$ cat src/hdl/smc_pkg.sv
// package for the standby mode controller: register map, fields, reset values, states
// assumes a 32-bit APB slave on a single 250 MHz clock
package smc_pkg;

	// ----------------------------------------
	// register map (byte addresses)
	// ----------------------------------------
	localparam logic [7:0] SMC_STANDBY_CTRL_ADDR = 8'h00;
	localparam logic [7:0] SMC_WDOG_CTRL_ADDR = 8'h04;
	localparam logic [7:0] SMC_WDOG_RST_ADDR = 8'h08;
	localparam logic [7:0] SMC_WDOG_CNT_ADDR = 8'h0C;
	localparam logic [7:0] SMC_STATUS_ADDR = 8'h10;
	localparam logic [7:0] SMC_CPU_CTRL_ADDR = 8'h14;

	// ----------------------------------------
	// field positions
	// ----------------------------------------
	localparam int SMC_STANDBY_SELECT_BIT = 7;
	localparam int SMC_PORT_FLOAT_BIT = 6;
	localparam int SMC_WDOG_OVF_BIT = 7;
	localparam int SMC_WDOG_MODE_BIT = 6;
	localparam int SMC_WDOG_EN_BIT = 5;
	localparam int SMC_HALT_BIT = 0;
	localparam int SMC_NMI_EDGE_BIT = 1;

	// ----------------------------------------
	// reset values
	// ----------------------------------------
	localparam logic [7:0] SMC_STANDBY_CTRL_RST = 8'h1F;
	localparam logic [7:0] SMC_STANDBY_RSVD_ONES = 8'h1F;
	localparam logic [7:0] SMC_WDOG_CTRL_RST = 8'h18;
	localparam logic [7:0] SMC_WDOG_RST_RST = 8'h1F;
	localparam logic [7:0] SMC_WDOG_CNT_RST = 8'h00;

	// ----------------------------------------
	// states and carriers
	// ----------------------------------------
	typedef enum logic [1:0] {SMC_RUN, SMC_STANDBY, SMC_SETTLE} smc_state_t;

	typedef struct packed {
		logic cpu_stop;
		logic clk_stop;
		logic periph_stop;
		logic wdog_clk_only;
		logic ports_float;
		logic ports_hold;
	} smc_power_t;

	typedef struct packed {
		logic dma_controller;
		logic timer_pulse_unit;
		logic adc;
		logic serial_interface;
	} smc_init_t;

endpackage : smc_pkg

$ cat src/hdl/smc_standby_ctrl.sv
// standby mode controller: standby entry on halt, nmi/watchdog-timed exit, reset exit
// assumes APB master on SYS_CLK; nmi and reset pins sampled synchronously to SYS_CLK
// Functional notes
// - halt with standby_select set enters standby
// - standby stops cpu, clock and peripherals
// - cpu registers and ram are held
// - ports hold or float per port_float_select
// - port_float_select 0 holds, 1 floats
// - entry initializes dma, timer pulse, adc
// - entry initializes all serial interface registers
// - entry clears watchdog bits 7-5 and reset reg
// - other controllers and control register held
// - exit only by nmi edge or reset
// - nmi edge restarts clock to watchdog only
// - watchdog overflow resumes clock, starts nmi handling
// - reset with nmi high gives power-on reset
// - reset with nmi low gives manual reset
// - edge select forced to falling in standby
// - standby_select refused while watchdog_enable set
`timescale 1ns/1ps

module smc_standby_ctrl (
	input wire logic SYS_CLK,
	input wire logic RST,
	input wire logic PSEL,
	input wire logic PENABLE,
	input wire logic PWRITE,
	input wire logic [7:0] PADDR,
	input wire logic [31:0] PWDATA,
	output logic [31:0] PRDATA,
	output logic PREADY,
	output logic PSLVERR,
	input wire logic HALT_EXEC,
	input wire logic NMI_PIN,
	input wire logic RESET_PIN_N,
	output logic CPU_STOP,
	output logic SYS_CLK_STOP,
	output logic PERIPH_STOP,
	output logic WDOG_CLK_ONLY,
	output logic PORTS_FLOAT,
	output logic PORTS_HOLD,
	output logic DMA_INIT,
	output logic TPU_INIT,
	output logic ADC_INIT,
	output logic SERIAL_INIT,
	output logic NMI_EXCEPTION,
	output logic POWER_ON_RESET,
	output logic MANUAL_RESET,
	output logic NMI_EDGE_RISING
);

	// ----------------------------------------
	// state
	// ----------------------------------------
	smc_pkg::smc_state_t state_r, state_nxt;
	logic [7:0] sby_ctrl_r, sby_ctrl_nxt;
	logic [7:0] wd_ctrl_r, wd_ctrl_nxt;
	logic [7:0] wd_rst_r, wd_rst_nxt;
	logic [7:0] wd_cnt_r, wd_cnt_nxt;
	logic [10:0] wd_pre_r, wd_pre_nxt;
	logic nmi_edge_sel_r, nmi_edge_sel_nxt;
	logic nmi_prev_r, nmi_prev_nxt;
	logic rst_prev_r, rst_prev_nxt;
	logic nmi_exc_r, nmi_exc_nxt;
	logic por_r, por_nxt;
	logic mrst_r, mrst_nxt;
	logic entry_r, entry_nxt;
	logic [31:0] prdata_r, prdata_nxt;
	logic [2:0] cks;
	logic tick;
	logic nmi_hit;
	logic rst_fall;
	logic wr;
	logic rd;
	smc_pkg::smc_power_t pwr;
	smc_pkg::smc_init_t init;

	assign wr = PSEL && PENABLE && PWRITE;
	assign rd = PSEL && !PENABLE && !PWRITE;
	assign cks = wd_ctrl_r[2:0];

	// ----------------------------------------
	// combinational next state
	// ----------------------------------------
	always_comb begin
		state_nxt = state_r;
		sby_ctrl_nxt = sby_ctrl_r;
		wd_ctrl_nxt = wd_ctrl_r;
		wd_rst_nxt = wd_rst_r;
		wd_cnt_nxt = wd_cnt_r;
		wd_pre_nxt = wd_pre_r;
		nmi_edge_sel_nxt = nmi_edge_sel_r;
		nmi_prev_nxt = NMI_PIN;
		rst_prev_nxt = RESET_PIN_N;
		nmi_exc_nxt = 1'b0;
		por_nxt = 1'b0;
		mrst_nxt = 1'b0;
		entry_nxt = 1'b0;
		prdata_nxt = prdata_r;
		tick = 1'b0;
		nmi_hit = 1'b0;
		rst_fall = rst_prev_r && !RESET_PIN_N;

		// register writes from software
		if (wr && state_r == smc_pkg::SMC_RUN) begin
			case (PADDR)
				smc_pkg::SMC_STANDBY_CTRL_ADDR: begin
					// standby and float bits refused while watchdog runs
					if (!wd_ctrl_r[smc_pkg::SMC_WDOG_EN_BIT]) begin
						sby_ctrl_nxt[smc_pkg::SMC_STANDBY_SELECT_BIT] =
							PWDATA[smc_pkg::SMC_STANDBY_SELECT_BIT];
						sby_ctrl_nxt[smc_pkg::SMC_PORT_FLOAT_BIT] =
							PWDATA[smc_pkg::SMC_PORT_FLOAT_BIT];
					end else begin
						sby_ctrl_nxt[smc_pkg::SMC_STANDBY_SELECT_BIT] = 1'b0 &
							PWDATA[smc_pkg::SMC_STANDBY_SELECT_BIT];
						sby_ctrl_nxt[smc_pkg::SMC_PORT_FLOAT_BIT] = 1'b0;
					end
				end
				smc_pkg::SMC_WDOG_CTRL_ADDR: wd_ctrl_nxt = PWDATA[7:0];
				smc_pkg::SMC_WDOG_RST_ADDR: wd_rst_nxt = PWDATA[7:0];
				smc_pkg::SMC_WDOG_CNT_ADDR: wd_cnt_nxt = PWDATA[7:0];
				smc_pkg::SMC_CPU_CTRL_ADDR:
					nmi_edge_sel_nxt = PWDATA[smc_pkg::SMC_NMI_EDGE_BIT];
				default: ;
			endcase
		end

		// watchdog counting while enabled or settling
		if (state_r == smc_pkg::SMC_SETTLE ||
			(state_r == smc_pkg::SMC_RUN && wd_ctrl_r[smc_pkg::SMC_WDOG_EN_BIT])) begin
			wd_pre_nxt = 11'(wd_pre_r + 11'h001);
			case (cks)
				3'h0: tick = wd_pre_r[0];
				3'h1: tick = &wd_pre_r[1:0];
				3'h2: tick = &wd_pre_r[4:0];
				3'h3: tick = &wd_pre_r[5:0];
				3'h4: tick = &wd_pre_r[6:0];
				3'h5: tick = &wd_pre_r[7:0];
				3'h6: tick = &wd_pre_r[8:0];
				default: tick = &wd_pre_r[10:0];
			endcase
			if (tick) begin
				wd_cnt_nxt = 8'(wd_cnt_r + 8'h01);
			end
		end

		// in standby the edge is always falling
		nmi_hit = nmi_edge_sel_r ? (!nmi_prev_r && NMI_PIN) : (nmi_prev_r && !NMI_PIN);
		if (state_r != smc_pkg::SMC_RUN) begin
			nmi_hit = nmi_prev_r && !NMI_PIN;
		end

		case (state_r)
			smc_pkg::SMC_RUN: begin
				if (HALT_EXEC && sby_ctrl_r[smc_pkg::SMC_STANDBY_SELECT_BIT]) begin
					state_nxt = smc_pkg::SMC_STANDBY;
					entry_nxt = 1'b1;
					// watchdog bits 7-5 and reset reg cleared, clock select and count kept
					wd_ctrl_nxt = {3'h0, wd_ctrl_r[4:0]} | smc_pkg::SMC_WDOG_CTRL_RST;
					wd_rst_nxt = smc_pkg::SMC_WDOG_RST_RST;
					wd_pre_nxt = 11'h000;
				end
			end
			smc_pkg::SMC_STANDBY: begin
				if (nmi_hit) begin
					state_nxt = smc_pkg::SMC_SETTLE;
				end
			end
			smc_pkg::SMC_SETTLE: begin
				if (tick && wd_cnt_r == 8'hFF) begin
					state_nxt = smc_pkg::SMC_RUN;
					nmi_exc_nxt = 1'b1;
					wd_ctrl_nxt[smc_pkg::SMC_WDOG_OVF_BIT] = 1'b1;
				end
			end
			default: state_nxt = smc_pkg::SMC_RUN;
		endcase

		// reset pin wins over the next state and the nmi exception, nmi level picks the kind
		if (rst_fall) begin
			state_nxt = smc_pkg::SMC_RUN;
			nmi_exc_nxt = 1'b0;
			por_nxt = NMI_PIN;
			mrst_nxt = !NMI_PIN;
			if (NMI_PIN) begin
				sby_ctrl_nxt = smc_pkg::SMC_STANDBY_CTRL_RST & 8'h1F;
				wd_ctrl_nxt = smc_pkg::SMC_WDOG_CTRL_RST;
				wd_rst_nxt = smc_pkg::SMC_WDOG_RST_RST;
				wd_cnt_nxt = smc_pkg::SMC_WDOG_CNT_RST;
				nmi_edge_sel_nxt = 1'b0;
			end
		end

		// read data captured in setup, stands through access
		if (rd) begin
			case (PADDR)
				smc_pkg::SMC_STANDBY_CTRL_ADDR:
					prdata_nxt = {24'h000000, sby_ctrl_r[7:6], 1'b0, smc_pkg::SMC_STANDBY_RSVD_ONES[4:0]};
				smc_pkg::SMC_WDOG_CTRL_ADDR: prdata_nxt = {24'h000000, wd_ctrl_r};
				smc_pkg::SMC_WDOG_RST_ADDR: prdata_nxt = {24'h000000, wd_rst_r};
				smc_pkg::SMC_WDOG_CNT_ADDR: prdata_nxt = {24'h000000, wd_cnt_r};
				smc_pkg::SMC_STATUS_ADDR: prdata_nxt = {24'h000000, 6'h00, 2'(state_r)};
				smc_pkg::SMC_CPU_CTRL_ADDR:
					prdata_nxt = {24'h000000, 6'h00, nmi_edge_sel_r, 1'b0};
				default: prdata_nxt = 32'h00000000;
			endcase
		end
	end

	// ----------------------------------------
	// registers
	// ----------------------------------------
	always_ff @(posedge SYS_CLK or posedge RST) begin
		if (RST) begin
			state_r <= smc_pkg::SMC_RUN;
			sby_ctrl_r <= smc_pkg::SMC_STANDBY_CTRL_RST & 8'h1F;
			wd_ctrl_r <= smc_pkg::SMC_WDOG_CTRL_RST;
			wd_rst_r <= smc_pkg::SMC_WDOG_RST_RST;
			wd_cnt_r <= smc_pkg::SMC_WDOG_CNT_RST;
			wd_pre_r <= 11'h000;
			nmi_edge_sel_r <= 1'b0;
			nmi_prev_r <= 1'b0;
			rst_prev_r <= 1'b1;
			nmi_exc_r <= 1'b0;
			por_r <= 1'b0;
			mrst_r <= 1'b0;
			entry_r <= 1'b0;
			prdata_r <= 32'h00000000;
		end else begin
			state_r <= state_nxt;
			sby_ctrl_r <= sby_ctrl_nxt;
			wd_ctrl_r <= wd_ctrl_nxt;
			wd_rst_r <= wd_rst_nxt;
			wd_cnt_r <= wd_cnt_nxt;
			wd_pre_r <= wd_pre_nxt;
			nmi_edge_sel_r <= nmi_edge_sel_nxt;
			nmi_prev_r <= nmi_prev_nxt;
			rst_prev_r <= rst_prev_nxt;
			nmi_exc_r <= nmi_exc_nxt;
			por_r <= por_nxt;
			mrst_r <= mrst_nxt;
			entry_r <= entry_nxt;
			prdata_r <= prdata_nxt;
		end
	end

	// ----------------------------------------
	// power and init outputs
	// ----------------------------------------
	// cpu and ram simply stop clocking, so their contents are held
	assign pwr.cpu_stop = state_r != smc_pkg::SMC_RUN;
	assign pwr.clk_stop = state_r != smc_pkg::SMC_RUN;
	assign pwr.periph_stop = state_r != smc_pkg::SMC_RUN;
	assign pwr.wdog_clk_only = state_r == smc_pkg::SMC_SETTLE;
	assign pwr.ports_float = pwr.cpu_stop && sby_ctrl_r[smc_pkg::SMC_PORT_FLOAT_BIT];
	assign pwr.ports_hold = pwr.cpu_stop && !sby_ctrl_r[smc_pkg::SMC_PORT_FLOAT_BIT];
	assign init.dma_controller = entry_r;
	assign init.timer_pulse_unit = entry_r;
	assign init.adc = entry_r;
	assign init.serial_interface = entry_r;

	assign CPU_STOP = pwr.cpu_stop;
	assign SYS_CLK_STOP = pwr.clk_stop;
	assign PERIPH_STOP = pwr.periph_stop;
	assign WDOG_CLK_ONLY = pwr.wdog_clk_only;
	assign PORTS_FLOAT = pwr.ports_float;
	assign PORTS_HOLD = pwr.ports_hold;
	assign DMA_INIT = init.dma_controller;
	assign TPU_INIT = init.timer_pulse_unit;
	assign ADC_INIT = init.adc;
	assign SERIAL_INIT = init.serial_interface;
	assign NMI_EXCEPTION = nmi_exc_r;
	assign POWER_ON_RESET = por_r;
	assign MANUAL_RESET = mrst_r;
	assign NMI_EDGE_RISING = nmi_edge_sel_r && state_r == smc_pkg::SMC_RUN;
	assign PRDATA = prdata_r;
	assign PREADY = 1'b1;
	assign PSLVERR = 1'b0;

endmodule : smc_standby_ctrl

$ cat config.mk
export PLATFORM = sky130hd
export DESIGN_NAME = smc_standby_ctrl
export DESIGN_NICKNAME = d
export VERILOG_FILES = /design/src/hdl/smc_pkg.sv /design/src/hdl/smc_standby_ctrl.sv
export SDC_FILE = /design/constraint.sdc
export NUM_CORES = 1
export LEC_CHECK = 0
export BUFFER_PORTS_ARGS = -buffer_cell sky130_fd_sc_hd__buf_2
export CELL_PAD_IN_SITES_DETAIL_PLACEMENT = 1
export CELL_PAD_IN_SITES_GLOBAL_PLACEMENT = 2
export CORE_ASPECT_RATIO = 1.75
export CORE_MARGIN = 2
export CORE_UTILIZATION = 33
export CTS_CLUSTER_DIAMETER = 30
export DETAILED_ROUTE_END_ITERATION = 16
export PLACE_DENSITY = 0.87
export RECOVER_POWER = 25
export REMOVE_ABC_BUFFERS = 1
export SYNTH_ARGS = -nofsm -noshare
export SYNTH_HDL_FRONTEND = slang
export SYNTH_SLANG_ARGS = --single-unit
$ cat constraint.sdc
create_clock -name SYS_CLK -period 5.2 [get_ports SYS_CLK]
set_input_delay 0.78 -clock SYS_CLK [delete_from_list [all_inputs] [get_ports SYS_CLK]]
set_output_delay 0.78 -clock SYS_CLK [all_outputs]
set_load 0.01 [all_outputs]
* After elaboration in Yosys (flattened, before gate mapping)
Cells that the tools add are included.
** Word-level totals
- Memories :: 0
- Bits in writable memories :: 0
- Register bits :: 78
- Word-level logic and storage cells :: 116
- Memory bits (read-only) :: 0
- Output and inout port bits :: 48
- Bits of input ports :: 48
- Bits in latches :: 0
** Operators by class
- Div/mod/pow operators :: 0
- $add $sub $neg :: 2
- Shift-type cells :: 0
- Eq/ne operators :: 17
- Muxes and demuxes :: 50
- Multiply operators :: 0
- Bitwise logic cells :: 0
- Reductions and logical operators :: 33
- Magnitude comparators :: 0
** Operators with widths (number)
- $mux W8 :: 19
- $pmux W8 S6 :: 1
- $mux W11 :: 3
- $eq A8 B4 Y1 const B :: 2
- $eq A8 B5 Y1 const B :: 2
- $mux W1 :: 16
- $logic_and A1 B1 Y1 :: 14
- $mux W2 :: 7
- $add A11 B1 Y11 const B :: 1
- $reduce_and A11 Y1 :: 1
- $eq A3 B3 Y1 const B :: 3
- $reduce_and A9 Y1 :: 1
- $add A8 B1 Y8 const B :: 1
- $eq A8 B3 Y1 const B :: 1
- $eq A8 B8 Y1 const B :: 1
- $logic_not A8 Y1 :: 1
- $reduce_and A8 Y1 :: 1
- $mux W7 :: 1
- $pmux W1 S7 :: 1
- $reduce_and A7 Y1 :: 1
- $eq A3 B2 Y1 const B :: 2
- $logic_not A1 Y1 :: 6
- $pmux W2 S3 :: 1
- $reduce_and A6 Y1 :: 1
- other kinds (14) :: 14

* Logic depth before layout (Yosys ltp)
Gate-level depths: netlist of the first run.
- Depth in word-level cells :: 10
- Gate-level depth with buffers :: 10
- Depth with buffers taken out :: 9

* Worst setup path before layout of the first run
Ideal clock, no wire load.
- Path kind :: input to register
- From :: input PADDR[7]
- To :: register wd_rst_r[5]
- Library setup time :: 0.121 ns
- Cell stages on the path :: 6
- Arrival time :: 2.541 ns
- Path slack :: 2.538 ns
- Path through :: or4_4 -> or3_1 -> buf_2 -> nor4_4 -> mux2i_1 -> nor2_1
** Between the ends
- Longest elaborated chain between the ends :: 7
** RTL lines
- start, declared :: line smc_standby_ctrl.sv:28 : input wire logic [7:0] PADDR,
- $eq A8 B4 Y1 * :: line smc_standby_ctrl.sv:106 : case (PADDR)
- $mux W8 * :: line smc_standby_ctrl.sv:106
- $mux W8 * :: line smc_standby_ctrl.sv:105 : if (wr && state_r == smc_pkg::SMC_RUN) begin
- $mux W8 :: line smc_standby_ctrl.sv:156 : if (HALT_EXEC && sby_ctrl_r[smc_pkg::SMC_STANDBY_SELECT_BIT]) begin
- $mux W8 * :: line smc_standby_ctrl.sv:154 : case (state_r)
- $mux W8 :: line smc_standby_ctrl.sv:186 : if (NMI_PIN) begin
- $mux W8 * :: line smc_standby_ctrl.sv:181 : if (rst_fall) begin
- named net wd_rst_nxt[5] :: line smc_standby_ctrl.sv:58 : logic [7:0] wd_rst_r, wd_rst_nxt;
- end signal, assigned :: line smc_standby_ctrl.sv:219 : wd_rst_r <= smc_pkg::SMC_WDOG_RST_RST;
- end signal, assigned :: line smc_standby_ctrl.sv:234 : wd_rst_r <= wd_rst_nxt;
- end, declared :: line smc_standby_ctrl.sv:58
Mark *: on every way through the listed nets, which the timed path passes. The rest lies on a longest branch.
A chain may end at the register's enable or synchronous reset.

==> results.md, run 1 <==
- The placed instances occupy a cell area of 3471 um2.
- In this run the remaining antenna-violating nets after routing total 0.
- In this run the count of I/O pins placed on the die edge is 96.
- Cells fill 37.32% of the core in the end.
- A synthesized cell averages 9.164 um2.
- The width of the die is 79.06 um.
- The count of pins over their slew limit is 55.
- The number of detailed-route iterations in the first pass is 5.
- After global routing the overflow that remains totals 0.
- The actual transition at the worst max-transition pin is 3.085 ns.
- Counting flops with an async set or reset pin after synthesis yields a share of 100.0%.
- After clock tree synthesis, the clock-pin slew on the worst setup and hold paths is approximately 0.070 ns.
- The type of the worst setup path is input pin to asynchronous set/reset pin.
- The synthesis-stage register bit count is 54.
- Sequential elements use a little over two fifths of the synthesized area.
- The chip height is 135.3 um.
- The count of hold buffers inserted by post-cts repair is 0.
- For this design the static power due to leakage is 1.648 nW.
- In this run, the number of DRC markers left after iteration 0 of detailed routing was just over 90.
- The number of placed instances, taps included, is 507.
- Static timing analysis puts the maximum clock frequency at approximately 300 MHz.
- Across all layers, the routed design uses 2745 vias.
- The count of nets after finishing is approximately 440.
- Routability-driven placement finished with a final weighted congestion of 0.7958.
- The final critical path takes up 65.18% of the cycle.
- The top cell types in the final layout, fill and taps aside, are sky130_fd_sc_hd__nand2_1 (48), sky130_fd_sc_hd__dfrtp_1 (46), sky130_fd_sc_hd__buf_2 (43).
- The tree built by TritonCTS fans out to 54 sinks.
- The checks that failed: capacitance limit, slew limit.
- The die outline area is roughly 11000 um2.
- The data required time at the worst endpoint is 4.93 ns.
- The total routing usage reported by global routing is 17.43%.
- The number of endpoints with negative hold slack in the final report came to 0.
- The tool flagged a number of max-cap violations equal to 1.
- The initial core utilization is 33.44%.
- After detailed routing, the number of remaining DRC violations is 0.
- The number of buffers on the longest clock path is 2.
- The total power per unit cell area is about 280 nW/um2.
- The number of global-route vias before repair was around 3000.
- Summed over all layers, the routed wires come to 8.719 mm.
- The max-slew headroom at the worst pin is -105.7%.
- The global-route wire length before repair is 14.60 mm.
- The number of enable-type register cells in the synthesized netlist is 0.
- STA classifies the critical path endpoint as an asynchronous set/reset pin.
- The arrival time at the worst endpoint is 3.12 ns.
- The post-synthesis instance area is 3253 um2.
- After detailed routing, the average wire length per cell comes to 16.93 um.
- The initial antenna violation count is 0.
- The fraction of final layout cells sized beyond drive strength 1 is 18.97%.
- The count of yosys warnings during synthesis is 0.
- The unique cell type count in the Yosys netlist is 53.
- The clock tree from TritonCTS is built.
- The path class of the lowest-slack min-delay path is flop to flop.
- STA classifies the critical path startpoint as an input pin.
- In this run the core area contains 48 standard-cell rows.
- The clock root buffer is sky130_fd_sc_hd__clkbuf_16.
- The number of buffers inserted by port buffering is 45.
- After detailed routing, the number of vias per cell comes to 5.330.
- The number of cells in the finished layout apart from fillers is 515.
- The number of antenna diodes is 0.
- The CTS buffer count is 5.
- Along the worst path, the maximum fanout reaches 54.
- Setup repair after global routing left no endpoint under its margin.
- The count of final setup violators is 0.
- Entering global routing, the biggest net connects 55 pins.
- The synthesized instance count is 355.
- The summed negative setup slack over all endpoints is 0 ns.
- Relative to the synthesized area, the layout overhead comes to 11.62%.
- The clock latency on the worst-skew pair is 0.31 ns.
- The number of setup buffers added after CTS is 0.
- The commonest non-fill, non-tap cell in the layout is sky130_fd_sc_hd__nand2_1.
- The largest vdd supply drop is between 0.0001 and 0.00015 V.
- The count of cells resized by post-cts repair is 0.
- The H-tree depth reported by CTS is 2.
- The clock tree skew after final layout is 0.009365 ns.
- The run finished, with violations left.
- The most used flip-flop cell after synthesis is sky130_fd_sc_hd__dfrtp_1.
- Once detailed placement completed, the half-perimeter wirelength came to 6.510 mm.
- The final instance area is 3631 um2.
- The area of the core region is 9729 um2.
- The total power is 1.013 mW.
- The smallest clock period supported by the final layout is computed as 3.389 ns.
## cell type report
| type | count | area, um2 |
|---|---|---|
| Clock buffer | 6 | 128.9 |
| Clock inverter | 2 | 37.54 |
| Fill cell | 1192 | 6098 |
| Inverter | 8 | 30.03 |
| Multi-Input combinational cell | 272 | 1675 |
| Sequential cell | 54 | 1361 |
| Tap cell | 125 | 156.4 |
| Timing Repair Buffer | 48 | 241.5 |
## worst max-delay path, cell delays in order
cell	delay, ns
sky130_fd_sc_hd__buf_2	0.09
sky130_fd_sc_hd__inv_1	0.04
sky130_fd_sc_hd__clkbuf_1	2.17
## sequential cells by signal (all words and copies together) (netlist names)
register	cells
POWER_ON_RESET	1
wd_pre_r	11
ADC_INIT	1
state_r	2
wd_rst_r	8
wd_ctrl_r	8
PRDATA	8
NMI_EXCEPTION	1
MANUAL_RESET	1
wd_cnt_r	8
nmi_edge_sel_r	1
sby_ctrl_r	2
nmi_prev_r	1
rst_prev_r	1
## cell families (layout without fill, tap and decap cells)
kind of cell	Yosys count	count (layout)	share of synthesized area, %
multiplexers	24	24	8.192
flip-flops	54	54	41.85
AND/OR/NAND/NOR	151	151	23.69
buffers and inverters	53	64	9.769
AO/OA/AOI/OAI	59	59	12.58
other	2	26	0.2309
XOR/XNOR	8	8	2.154
adder cells (fa/ha/maj)	4	4	1.539
## cells in the mapped netlist (all sizes together) (3+ instances only)
master	instances	area share, %
nand4	8	1.5
nor4	7	2.2
o21ai	11	1.7
and3	8	1.5
nor3	9	1.7
a21oi	8	1.2
nand2	48	5.5
xnor2	5	1.3
dfstp	8	6.5
mux2i	21	6.5
nand2b	5	0.96
a31oi	3	0.58
dfrtp	46	35
xor2	3	0.81
nor2	34	3.9
nor2b	9	1.7
o211ai	10	2.3
clkbuf	10	1.2
nand3	11	1.7
or2	3	0.58
a211oi	3	0.69
o22ai	5	0.96
inv	8	0.92
a211o	5	1.3
ha	4	1.5
buf	35	7.7
## layer usage
metal | global-route usage (%) | vias up | wire [um]
li1 | - | 1269 | -
met3 | 2.133 | 17 | 323
met2 | 33.57 | 79 | 4885
met5 | 0 | - | 0
met1 | 18.14 | 1380 | 3248
met4 | 8.333 | 0 | 261
## per-stage QoR
stage               hold WS [ns]  worst slack, ns
floorplan                 0.4806            2.401
global placement          0.4508            1.970
detailed placement        0.4551            1.957
CTS                       0.4708            2.259
global route              0.4846            1.221
finish                    0.4643            1.811
## path summary, 6_finish.rpt
| kind | startpoint | endpoint | slack (ns) | cells past startpoint |
|---|---|---|---|---|
| setup reg to reg | wd_pre_r[0] | wd_cnt_r[0] | 2.56 | 9 |
| setup / recovery | RST | state_r[0] | 1.81 | 3 |
| hold / removal | PRDATA[1] | PRDATA[1] | 0.46 | 2 |
| min in group asynchronous | RST | wd_pre_r[8] | 1.64 | 3 |
| hold reg to reg | PRDATA[1] | PRDATA[1] | 0.46 | 2 |
| max in group SYS_CLK | PADDR[7] | wd_rst_r[6] | 2.26 | 6 |
## report_power, final
part           switching, mW  internal [mW]  total, mW
registers             0.0228          0.442      0.465
logic                  0.101         0.0574      0.159
clock network          0.161          0.228      0.389
Note: power is estimated with default switching activity, not from simulation.
==> inputs of run 2 (changes only) <==
--- a/config.mk
+++ b/config.mk
@@ -5,15 +5,16 @@
 export SDC_FILE = /design/constraint.sdc
 export NUM_CORES = 1
 export LEC_CHECK = 0
+export ABC_AREA = 1
 export BUFFER_PORTS_ARGS = -buffer_cell sky130_fd_sc_hd__buf_2
 export CELL_PAD_IN_SITES_DETAIL_PLACEMENT = 1
 export CELL_PAD_IN_SITES_GLOBAL_PLACEMENT = 2
 export CORE_ASPECT_RATIO = 1.75
 export CORE_MARGIN = 2
-export CORE_UTILIZATION = 33
+export CORE_UTILIZATION = 26
 export CTS_CLUSTER_DIAMETER = 30
 export DETAILED_ROUTE_END_ITERATION = 16
-export PLACE_DENSITY = 0.87
+export PLACE_DENSITY = 0.79
 export RECOVER_POWER = 25
 export REMOVE_ABC_BUFFERS = 1
 export SYNTH_ARGS = -nofsm -noshare
==> constraint.sdc (replaced) <==
create_clock -name SYS_CLK -period 3.1 [get_ports SYS_CLK]
set_input_delay 0.465 -clock SYS_CLK [delete_from_list [all_inputs] [get_ports SYS_CLK]]
set_output_delay 0.465 -clock SYS_CLK [all_outputs]
set_load 0.01 [all_outputs]
==> run 2 against run 1 <==
  * The flow still finishes with violations (capacitance limit, slew limit)
  * Global-route usage is 2.1 points lower
  * Clock-buffer cell count decreased by 1
  * Register-to-register slack got worse by 1.6 ns
  * Sequential power is 100% higher
  * Critical path depth increased by 12
  * Sequential share of layout area is 0.26 points lower
  * Non-clock buffer count is 1 higher
  * Utilization fell by 6.9 points
  * Critical path type is now flop to flop
  * Critical endpoint is now wd_cnt_r[7]
  * Largest cell class unchanged
==> results.md, run 2 <==
- The count of hold buffers inserted by post-cts repair is 0 (unchanged).
- The flow ran to the end, but the final reports show violations.
- The detailed-route vias per instance is 4.506 (-15%).
- The type of the worst setup path is flop to flop.
- Ranked by total cell area, the synthesized netlist is headed by sky130_fd_sc_hd__dfrtp_1 (36%), sky130_fd_sc_hd__nand2_1 (10%), sky130_fd_sc_hd__buf_4 (7.3%), sky130_fd_sc_hd__dfstp_2 (6.6%), sky130_fd_sc_hd__o21ai_0 (6.1%).
- In the post-synthesis netlist, the cell with the most instances is sky130_fd_sc_hd__nand2_1.
- The number of flip-flops in the largest register is 11 (unchanged).
- The post-synthesis share of cell area spent on full adders, half adders and majority gates is 1.560% (+0.022 points).
- The count of yosys warnings during synthesis is 0 (unchanged).
- The largest family of logic cells by synthesized area is simple AND/OR/NAND/NOR gates.
- The total power is 2.319 mW (+130%).
- Setup repair after global routing left no endpoint under its margin.
- The clock tree from TritonCTS is built.
- The global-route wire length before repair was 15.30 mm (+4.8%).
- The leakage power is 1.817 nW (+10%).
- The largest fanout on the critical path is 12 (-78%).
- The register clock-pin slew on the reported worst setup and hold paths is 0.08 ns (about the same).
- The number of placed instances with taps included is 624 (+23%).
- The total power per unit cell area is 634.3 nW/um2 (+130%).
- The chip height came to 150.9 um (+12%).
- The register with the most flip-flops in the final layout is wd_pre_r.
- The fraction of final layout cells sized beyond drive strength 1 is 18.84% (-0.13 points).
- The count of cells resized by post-cts repair is 0 (unchanged).
- The post-detailed-route DRC marker count is 0 (unchanged).
- The count of maximum capacitance violations is 1 (unchanged).
- The multiplexer share of the synthesized area is 0% (-8.2 points).
- The count of final setup violators came to 0 (unchanged).
- The total clock sinks is 54 (unchanged).
- The layout-stage area growth over the synthesis result is 13.96%.
- The clock latency on the worst-skew pair was 0.30 ns (about the same).
- The final design utilization is 30.46% (-6.9 points).
- The final hold slack is 0.1667 ns (-0.2976 ns).
- The number of detailed-route iterations in the first pass was 4 (-1).
- The number of inserted filler cells in the final layout is 1502 (+26%).
- The unique cell type count in the Yosys netlist is 31 (-42%).
- The detailed placer's ending HPWL came to 7.609 mm (+17%).
- For this run, the top clock speed supported by timing is 459.6 MHz.
- The die outline area is 13280 um2 (+24%).
- Dividing the final minimum period by the clock period gives 70.19%.
- The site row count is 53 (+10%).
- The data required time at the worst endpoint was 3.29 ns (-1.64 ns).
- The width of the die is 87.97 um (+11%).
- The area of the core region came to 12000 um2 (+23%).
- The number of buffers on the longest clock path came to 2 (unchanged).
- The fraction of the mapped netlist area in compound gates is 12.21% (-0.37 points).
- The detailed-route via count came to 2848 (+3.8%).
- The post-CTS setup repair buffer count was 0 (unchanged).
- The CTS buffer count is 5 (unchanged).
- The max-slew headroom at the worst pin is -9.189% (+97 points).
- The number of antenna diodes was 0 (unchanged).
- The summed negative setup slack over all endpoints is 0 ns (unchanged).
- The depth of the worst register-to-register path is 15 (+6).
- The synthesis-stage register bit count was 54 (unchanged).
- The H-tree depth reported by CTS is 2 (unchanged).
- The actual transition at the worst max-transition pin is 1.638 ns (-1.448 ns).
- The post-detailed-routing wire length was 9.450 mm (+8.4%).
- The checks that failed: capacitance limit, slew limit.
- The post-detailed-route count of antenna-violating nets is 0 (unchanged).
- The mean post-synth cell area is 7.638 um2 (-17%).
- The proportion of synthesized chip area in sequential cells was 42.43% (+0.59 points).
- For this run, the leading register cell type out of synthesis is sky130_fd_sc_hd__dfrtp_1.
- The top cell type's share of synthesized area came to 35.88% (+0.50 points).
- The number of DRC markers after the initial detailed-route iteration came to 87 (-4.4%).
- The number of global-route vias before repair is 2978 (+0.71%).
- The min-delay analysis places its worst path in the category input pin to asynchronous set/reset pin.
- The library cell used most frequently in the layout, excluding fill and tap cells, is sky130_fd_sc_hd__nand2_1.
- The initial core utilization came to 26.73% (-6.7 points).
- The fraction of registers with async set/reset is 100.0% (unchanged).
- The kind of end point of the critical path is a flop.
- The smallest clock period supported by the final layout is computed as 2.176 ns.
- The count of pins over their slew limit is 30 (-45%).
- sky130_fd_sc_hd__dfrtp_1 takes more of the synthesized area than any other cell.
- The share of synthesized cell area in and, or, nand and nor gates is 27.18% (+3.5 points).
- The initial antenna violation count came to 0 (unchanged).
- The number of buffers inserted by port buffering is 45 (unchanged).
- The post-synthesis instance area was 3208 um2 (-1.4%).
- The total routing usage reported by global routing is 15.30% (-2.1 points).
- The total grt overflow is 0 (unchanged).
- The xor-xnor portion of the synthesized cell area is 2.184% (+0.030 points).
- The clock tree skew after final layout is 0.008121 ns (-0.001244 ns).
- The number of enable-type register cells in the synthesized netlist was 0 (unchanged).
- The global placer's final weighted congestion is 0.7799 (-2.0%).
- The wire length per cell is 14.95 um (-12%).
- The synthesized instance count is 420 (+18%).
- By count the netlist is led by sky130_fd_sc_hd__nand2_1 (87), sky130_fd_sc_hd__nor2_1 (52), sky130_fd_sc_hd__inv_1 (47), sky130_fd_sc_hd__dfrtp_1 (46), sky130_fd_sc_hd__o21ai_0 (39).
- CTS placed an instance of sky130_fd_sc_hd__clkbuf_16 at the clock tree root.
- The number of endpoints with negative hold slack in the final report is 0 (unchanged).
- The pin count of the biggest net entering global routing is 30 (-45%).
- The count of nets after finishing was 518 (+17%).
- The number of cells in the finished layout apart from fillers is 632 (+23%).
- In the layout the commonest cells are sky130_fd_sc_hd__nand2_1 (87), sky130_fd_sc_hd__nor2_1 (52), sky130_fd_sc_hd__inv_1 (47).
- The kind of launch point of the worst setup path is a flop.
- The largest vdd supply drop is 0.0002343 V (+89%).
- The arrival time at the worst endpoint came to 2.37 ns (-0.75 ns).
- The count of pins on the block boundary is 96 (unchanged).
## run 2: cell count changes in the layout (fill, tap and decap cells not counted), moves of 6 or more
| cell | delta |
|---|---|
| sky130_fd_sc_hd__a21oi_1 | +16 |
| sky130_fd_sc_hd__and3_1 | -8 |
| sky130_fd_sc_hd__inv_1 | +39 |
| sky130_fd_sc_hd__mux2i_1 | -21 |
| sky130_fd_sc_hd__nand2_1 | +39 |
| sky130_fd_sc_hd__nand2_2 | +6 |
| sky130_fd_sc_hd__nand3_1 | +13 |
| sky130_fd_sc_hd__nor2_1 | +18 |
| sky130_fd_sc_hd__nor2_4 | +8 |
| sky130_fd_sc_hd__nor2b_1 | -9 |
| sky130_fd_sc_hd__o211ai_1 | -9 |
| sky130_fd_sc_hd__o21ai_0 | +28 |
## run 2: power by group
group / internal (mW) / total (mW) / switching [mW]
sequential: 0.827 / 0.946 / 0.119
clock: 0.379 / 0.652 / 0.273
combinational: 0.248 / 0.721 / 0.473
## run 2: worst max-delay path, stage by stage, from the launching register on
cell and delay, ns:
sky130_fd_sc_hd__dfrtp_1 0.39, sky130_fd_sc_hd__ha_1 0.21, sky130_fd_sc_hd__inv_1 0.10, sky130_fd_sc_hd__nor2_4 0.15, sky130_fd_sc_hd__nand2_2 0.09, sky130_fd_sc_hd__nor2_4 0.10, sky130_fd_sc_hd__ha_1 0.15, sky130_fd_sc_hd__nor2_1 0.04
sky130_fd_sc_hd__nor2_1 0.08, sky130_fd_sc_hd__nand2_1 0.06, sky130_fd_sc_hd__nand3_1 0.11, sky130_fd_sc_hd__nand2_2 0.17, sky130_fd_sc_hd__inv_1 0.24, sky130_fd_sc_hd__nand2_1 0.08, sky130_fd_sc_hd__nand2_1 0.06, sky130_fd_sc_hd__nor2_1 0.04
## run 2: final cells by class
class                      instances  area (um2)  share of cell area, %
tap                              165       206.4                  5.647
inverter                          52       195.2                  5.339
clock inverter                     3       40.04                  1.095
clock buffer                       5       125.1                  3.422
timing repair buffer              49       246.5                  6.742
sequential                        54        1361                  37.23
multi-input combinational        304        1481                  40.52
## run 2: path summary, 6_finish.rpt
kind | from | to | slack (ns)
min in group SYS_CLK | RESET_PIN_N | rst_prev_r | 0.27
hold reg to reg | PRDATA[4] | PRDATA[4] | 0.48
hold / removal | RST | wd_cnt_r[4] | 0.17
setup reg to reg | wd_pre_r[0] | wd_cnt_r[7] | 0.92
max in group asynchronous | RST | PRDATA[5] | 1.06
setup / recovery | wd_pre_r[0] | wd_cnt_r[7] | 0.92
## run 2: stage by stage
step,instance area [um2],setup slack [ns]
final,3656,0.9241
after global routing,3656,0.5973
after CTS,3665,0.8767
after detailed placement,3500,0.9083
after global placement,3500,0.9224
after floorplan,3038,1.293
## run 2: per-layer routing
layer | GRT usage [%] | share of wire, % | vias up
li1 | - | - | 1372
met1 | 15.30 | 35 | 1395
met2 | 31.14 | 60 | 69
met3 | 1.907 | 3.1 | 12
met4 | 4.923 | 2.1 | 0
met5 | 0 | 0 | -
## run 2: logic make-up (layout without fill, tap and decap cells)
kind of cell / Yosys count / in the layout
simple gates: 192 / 192
buf+inv: 86 / 109
compound gates: 74 / 74
flops: 54 / 54
xor+xnor: 8 / 8
fa+ha+maj: 4 / 4
other cells: 2 / 26
==> inputs of run 3 (changes only) <==
==> constraint.sdc (replaced) <==
create_clock -name SYS_CLK -period 2 [get_ports SYS_CLK]
set_input_delay 0.3 -clock SYS_CLK [delete_from_list [all_inputs] [get_ports SYS_CLK]]
set_output_delay 0.3 -clock SYS_CLK [all_outputs]
set_load 0.01 [all_outputs]
==> run 3 against run 2 <==
  * Largest power group unchanged
  * Global-route usage is essentially flat
  * Sequential share of layout area shrank 1.6 points
  * Highest routed layer unchanged
  * Cell count grew 2.7%
  * The flow now finishes without violations
  * Critical endpoint is now wd_cnt_r[2]
==> results.md, run 3 (same netlist as run 2, synthesis figures left out) <==
- The pin count of the biggest net entering global routing is 38 (+27%).
- The total clock sinks is 54 (unchanged).
- The detailed-route via count is 2907 (+2.1%).
- The kind of launch point of the worst setup path is a flop.
- The count of maximum capacitance violations is 0 (-1).
- For this design, the slowest cell found on the critical path is sky130_fd_sc_hd__dfrtp_1.
- Leaving out fill and tap cells, the most frequent cell in the layout is sky130_fd_sc_hd__nand2_1.
- The endpoint of the worst-slack reg-to-reg timing path is wd_cnt_r[2].
- The total grt overflow is 0 (unchanged).
- The largest vdd supply drop came to 0.0003681 V (+57%).
- The count of pins over their slew limit came to 0 (-100%).
- The H-tree depth reported by CTS was 2 (unchanged).
- The layout-stage area growth over the synthesis result is 19.03%.
- The total power is 3.719 mW (+60%).
- Walking the worst path, the cells encountered are ha_4 > inv_4 > nor2_4 > nand2_2 > nor2_4 > ha_1 > nor2_1 > nor2_1 > nand2_1 > nand3_2 > nand2_4 > buf_12 > o21ai_0 > nor2_1.
- The leakage power is 1.897 nW (+4.4%).
- The chip height is 150.9 um (unchanged).
- In this run the critical register-to-register path is launched from wd_pre_r[0].
- The site row count is 53 (unchanged).
- The largest fanout on the critical path was 11 (-1).
- The number of antenna diodes is 0 (unchanged).
- The buffer and inverter count on the worst path is 2 (unchanged).
- The area of the core region is 12000 um2 (unchanged).
- The number of endpoints with negative hold slack in the final report came to 0 (unchanged).
- Among cell families on the critical path, the largest total delay comes from simple AND/OR/NAND/NOR gates.
- The worst stage delay on the critical path came to 0.41 ns (+0.02 ns).
- The post-detailed-route count of antenna-violating nets was 0 (unchanged).
- The critical path starts at wd_pre_r[0].
- The wire length per cell is 14.76 um (-1.3%).
- The initial core utilization is 26.73% (unchanged).
- The number of global-route vias before repair is 3267 (+9.7%).
- The clock tree skew after final layout is 0.008217 ns (+0.00009556 ns).
- The most numerous cell on the critical path is sky130_fd_sc_hd__nor2_1.
- The count of pins on the block boundary is 96 (unchanged).
- The ratio of final minimum period to clock period is 95.80% (+26 points).
- The number of cells in the finished layout apart from fillers came to 649 (+2.7%).
- The count of final setup violators is 0 (unchanged).
- The total routing usage reported by global routing came to 15.26% (-0.041 points).
- The number of stages on the worst setup path is 14 (-1).
- The detailed-route vias per instance is 4.479 (-0.60%).
- Counting flops per register, the top entry is wd_pre_r.
- The global-route wire length before repair is 15.56 mm (+1.7%).
- The summed negative setup slack over all endpoints is 0 ns (unchanged).
- The actual transition at the worst max-transition pin is 0.9769 ns (-0.6609 ns).
- The number of inserted filler cells in the final layout is 1504 (+0.13%).
- The most critical setup path has its endpoint at wd_cnt_r[2].
- TritonCTS built the clock tree.
- The die outline area is 13280 um2 (unchanged).
- The CTS buffer count was 5 (unchanged).
- The maximum frequency from static timing analysis is 521.9 MHz (+14%).
- The register clock-pin slew on the reported worst setup and hold paths is 0.07 ns (about the same).
- The worst setup path is captured at a flop.
- The number of DRC markers after the initial detailed-route iteration is 98 (+13%).
- The post-detailed-routing wire length came to 9.577 mm (+1.3%).
- The number of detailed-route iterations in the first pass is 4 (unchanged).
- The clock root buffer is sky130_fd_sc_hd__clkbuf_16.
- The final critical delay including setup and external delays is 1.916 ns (-0.2600 ns).
- The fraction of final layout cells sized beyond drive strength 1 is 23.14% (+4.3 points).
- The data required time at the worst endpoint is 2.18 ns (-1.11 ns).
- The count of nets after finishing is 535 (+3.3%).
- The arrival time at the worst endpoint is 2.10 ns (-0.27 ns).
- The number of buffers inserted by port buffering is 45 (unchanged).
- The number of cells on the worst hold path is 1.
- The path class of the tightest hold or removal check is input pin to flop.
- In the layout the commonest cells are sky130_fd_sc_hd__nand2_1 (86), sky130_fd_sc_hd__nor2_1 (52), sky130_fd_sc_hd__dfrtp_1 (46).
- The final hold slack was 0.1022 ns (-0.06444 ns).
- The width of the die is 87.97 um (unchanged).
- The total power per unit cell area is 973.9 nW/um2 (+54%).
- The global placer's final weighted congestion is 0.7879 (+1.0%).
- The max-slew headroom at the worst pin came to 34.87% (+44 points).
- The number of buffers on the longest clock path was 2 (unchanged).
- The type of the worst setup path is flop to flop.
- The post-detailed-route DRC marker count came to 0 (unchanged).
- The initial antenna violation count came to 0 (unchanged).
- The depth of the worst register-to-register path is 14 (-1).
- The flop-to-flop setup slack is 0.08 ns (-0.84 ns).
- The clock latency on the worst-skew pair came to 0.30 ns (about the same).
- The number of placed instances with taps included is 638 (+2.2%).
- The detailed placer's ending HPWL is 7.719 mm (+1.5%).
- The run finished with clean final reports.
- The number of flip-flops in the largest register is 11 (unchanged).
- Setup repair after global routing could not meet its margin everywhere.
[run 3: changes by cell type in the layout (fill, tap and decap cells not counted), sizes merged]
cell | previous run | this run
bufinv | 1 | 0
clkbuf | 8 | 10
clkinv | 2 | 0
buf | 46 | 64
[run 3: worst reg2reg max path, stage by stage, from the launching register on]
cell,delay (ns)
sky130_fd_sc_hd__dfrtp_1,0.41
sky130_fd_sc_hd__ha_4,0.17
sky130_fd_sc_hd__inv_4,0.04
sky130_fd_sc_hd__nor2_4,0.10
sky130_fd_sc_hd__nand2_2,0.09
sky130_fd_sc_hd__nor2_4,0.09
sky130_fd_sc_hd__ha_1,0.15
sky130_fd_sc_hd__nor2_1,0.04
sky130_fd_sc_hd__nor2_1,0.09
sky130_fd_sc_hd__nand2_1,0.08
sky130_fd_sc_hd__nand3_2,0.11
sky130_fd_sc_hd__nand2_4,0.08
sky130_fd_sc_hd__buf_12,0.15
sky130_fd_sc_hd__o21ai_0,0.14
sky130_fd_sc_hd__nor2_1,0.06
[run 3: area by class of cell]
type	count	area (um2)	area share [%]
inverters	52	197.7	5.177
multi-input cells	304	1515	39.68
well taps	165	206.4	5.406
clock buffers	8	146.4	3.834
flip-flops and latches	54	1361	35.65
repair buffers	66	391.6	10.26
[run 3: worst min path at each step]
| stage | from | to | slack, ns |
|---|---|---|---|
| finish | RESET_PIN_N | rst_prev_r | 0.10 |
| global placement | RST | MANUAL_RESET | 0.32 |
| floorplan | RESET_PIN_N | rst_prev_r | 0.30 |
| CTS | RST | MANUAL_RESET | 0.008 |
| detailed placement | RST | state_r[0] | 0.33 |
| global route | RESET_PIN_N | rst_prev_r | 0.09 |
[run 3: report_power, final]
group / leakage, nW / switching, mW / internal, mW
clock: 0.0712 / 0.392 / 0.501
sequential: 0.672 / 0.185 / 1.28
combinational: 1.15 / 0.805 / 0.554
[run 3: per-stage QoR]
stage          setup slack (ns)  area, um2  util, %
2_1_floorplan            0.1925       3038        -
3_3_place_gp          -0.007385       3630    30.24
3_5_place_dp           -0.05694       3630    30.24
4_1_cts                 0.01308       3789    31.56
5_1_grt                -0.04530       3819    31.81
6_report                0.08404       3819    31.81
[run 3: timing repair]
action	in CTS	in global routing
buffers inserted	1	2
endpoints found under the setup margin	12	12
hold buffers	0	0
pin swaps	2	4
resized for setup	3	9
[run 3: routing by layer]
layer | part of all wire (%) | up-vias | global-route usage [%] | wire length, um
li1 | - | 1403 | - | -
met1 | 36 | 1423 | 14.96 | 3485
met2 | 57 | 62 | 30.53 | 5491
met3 | 2.6 | 19 | 1.907 | 245
met4 | 3.7 | 0 | 6.615 | 354
met5 | 0 | - | 0 | 0
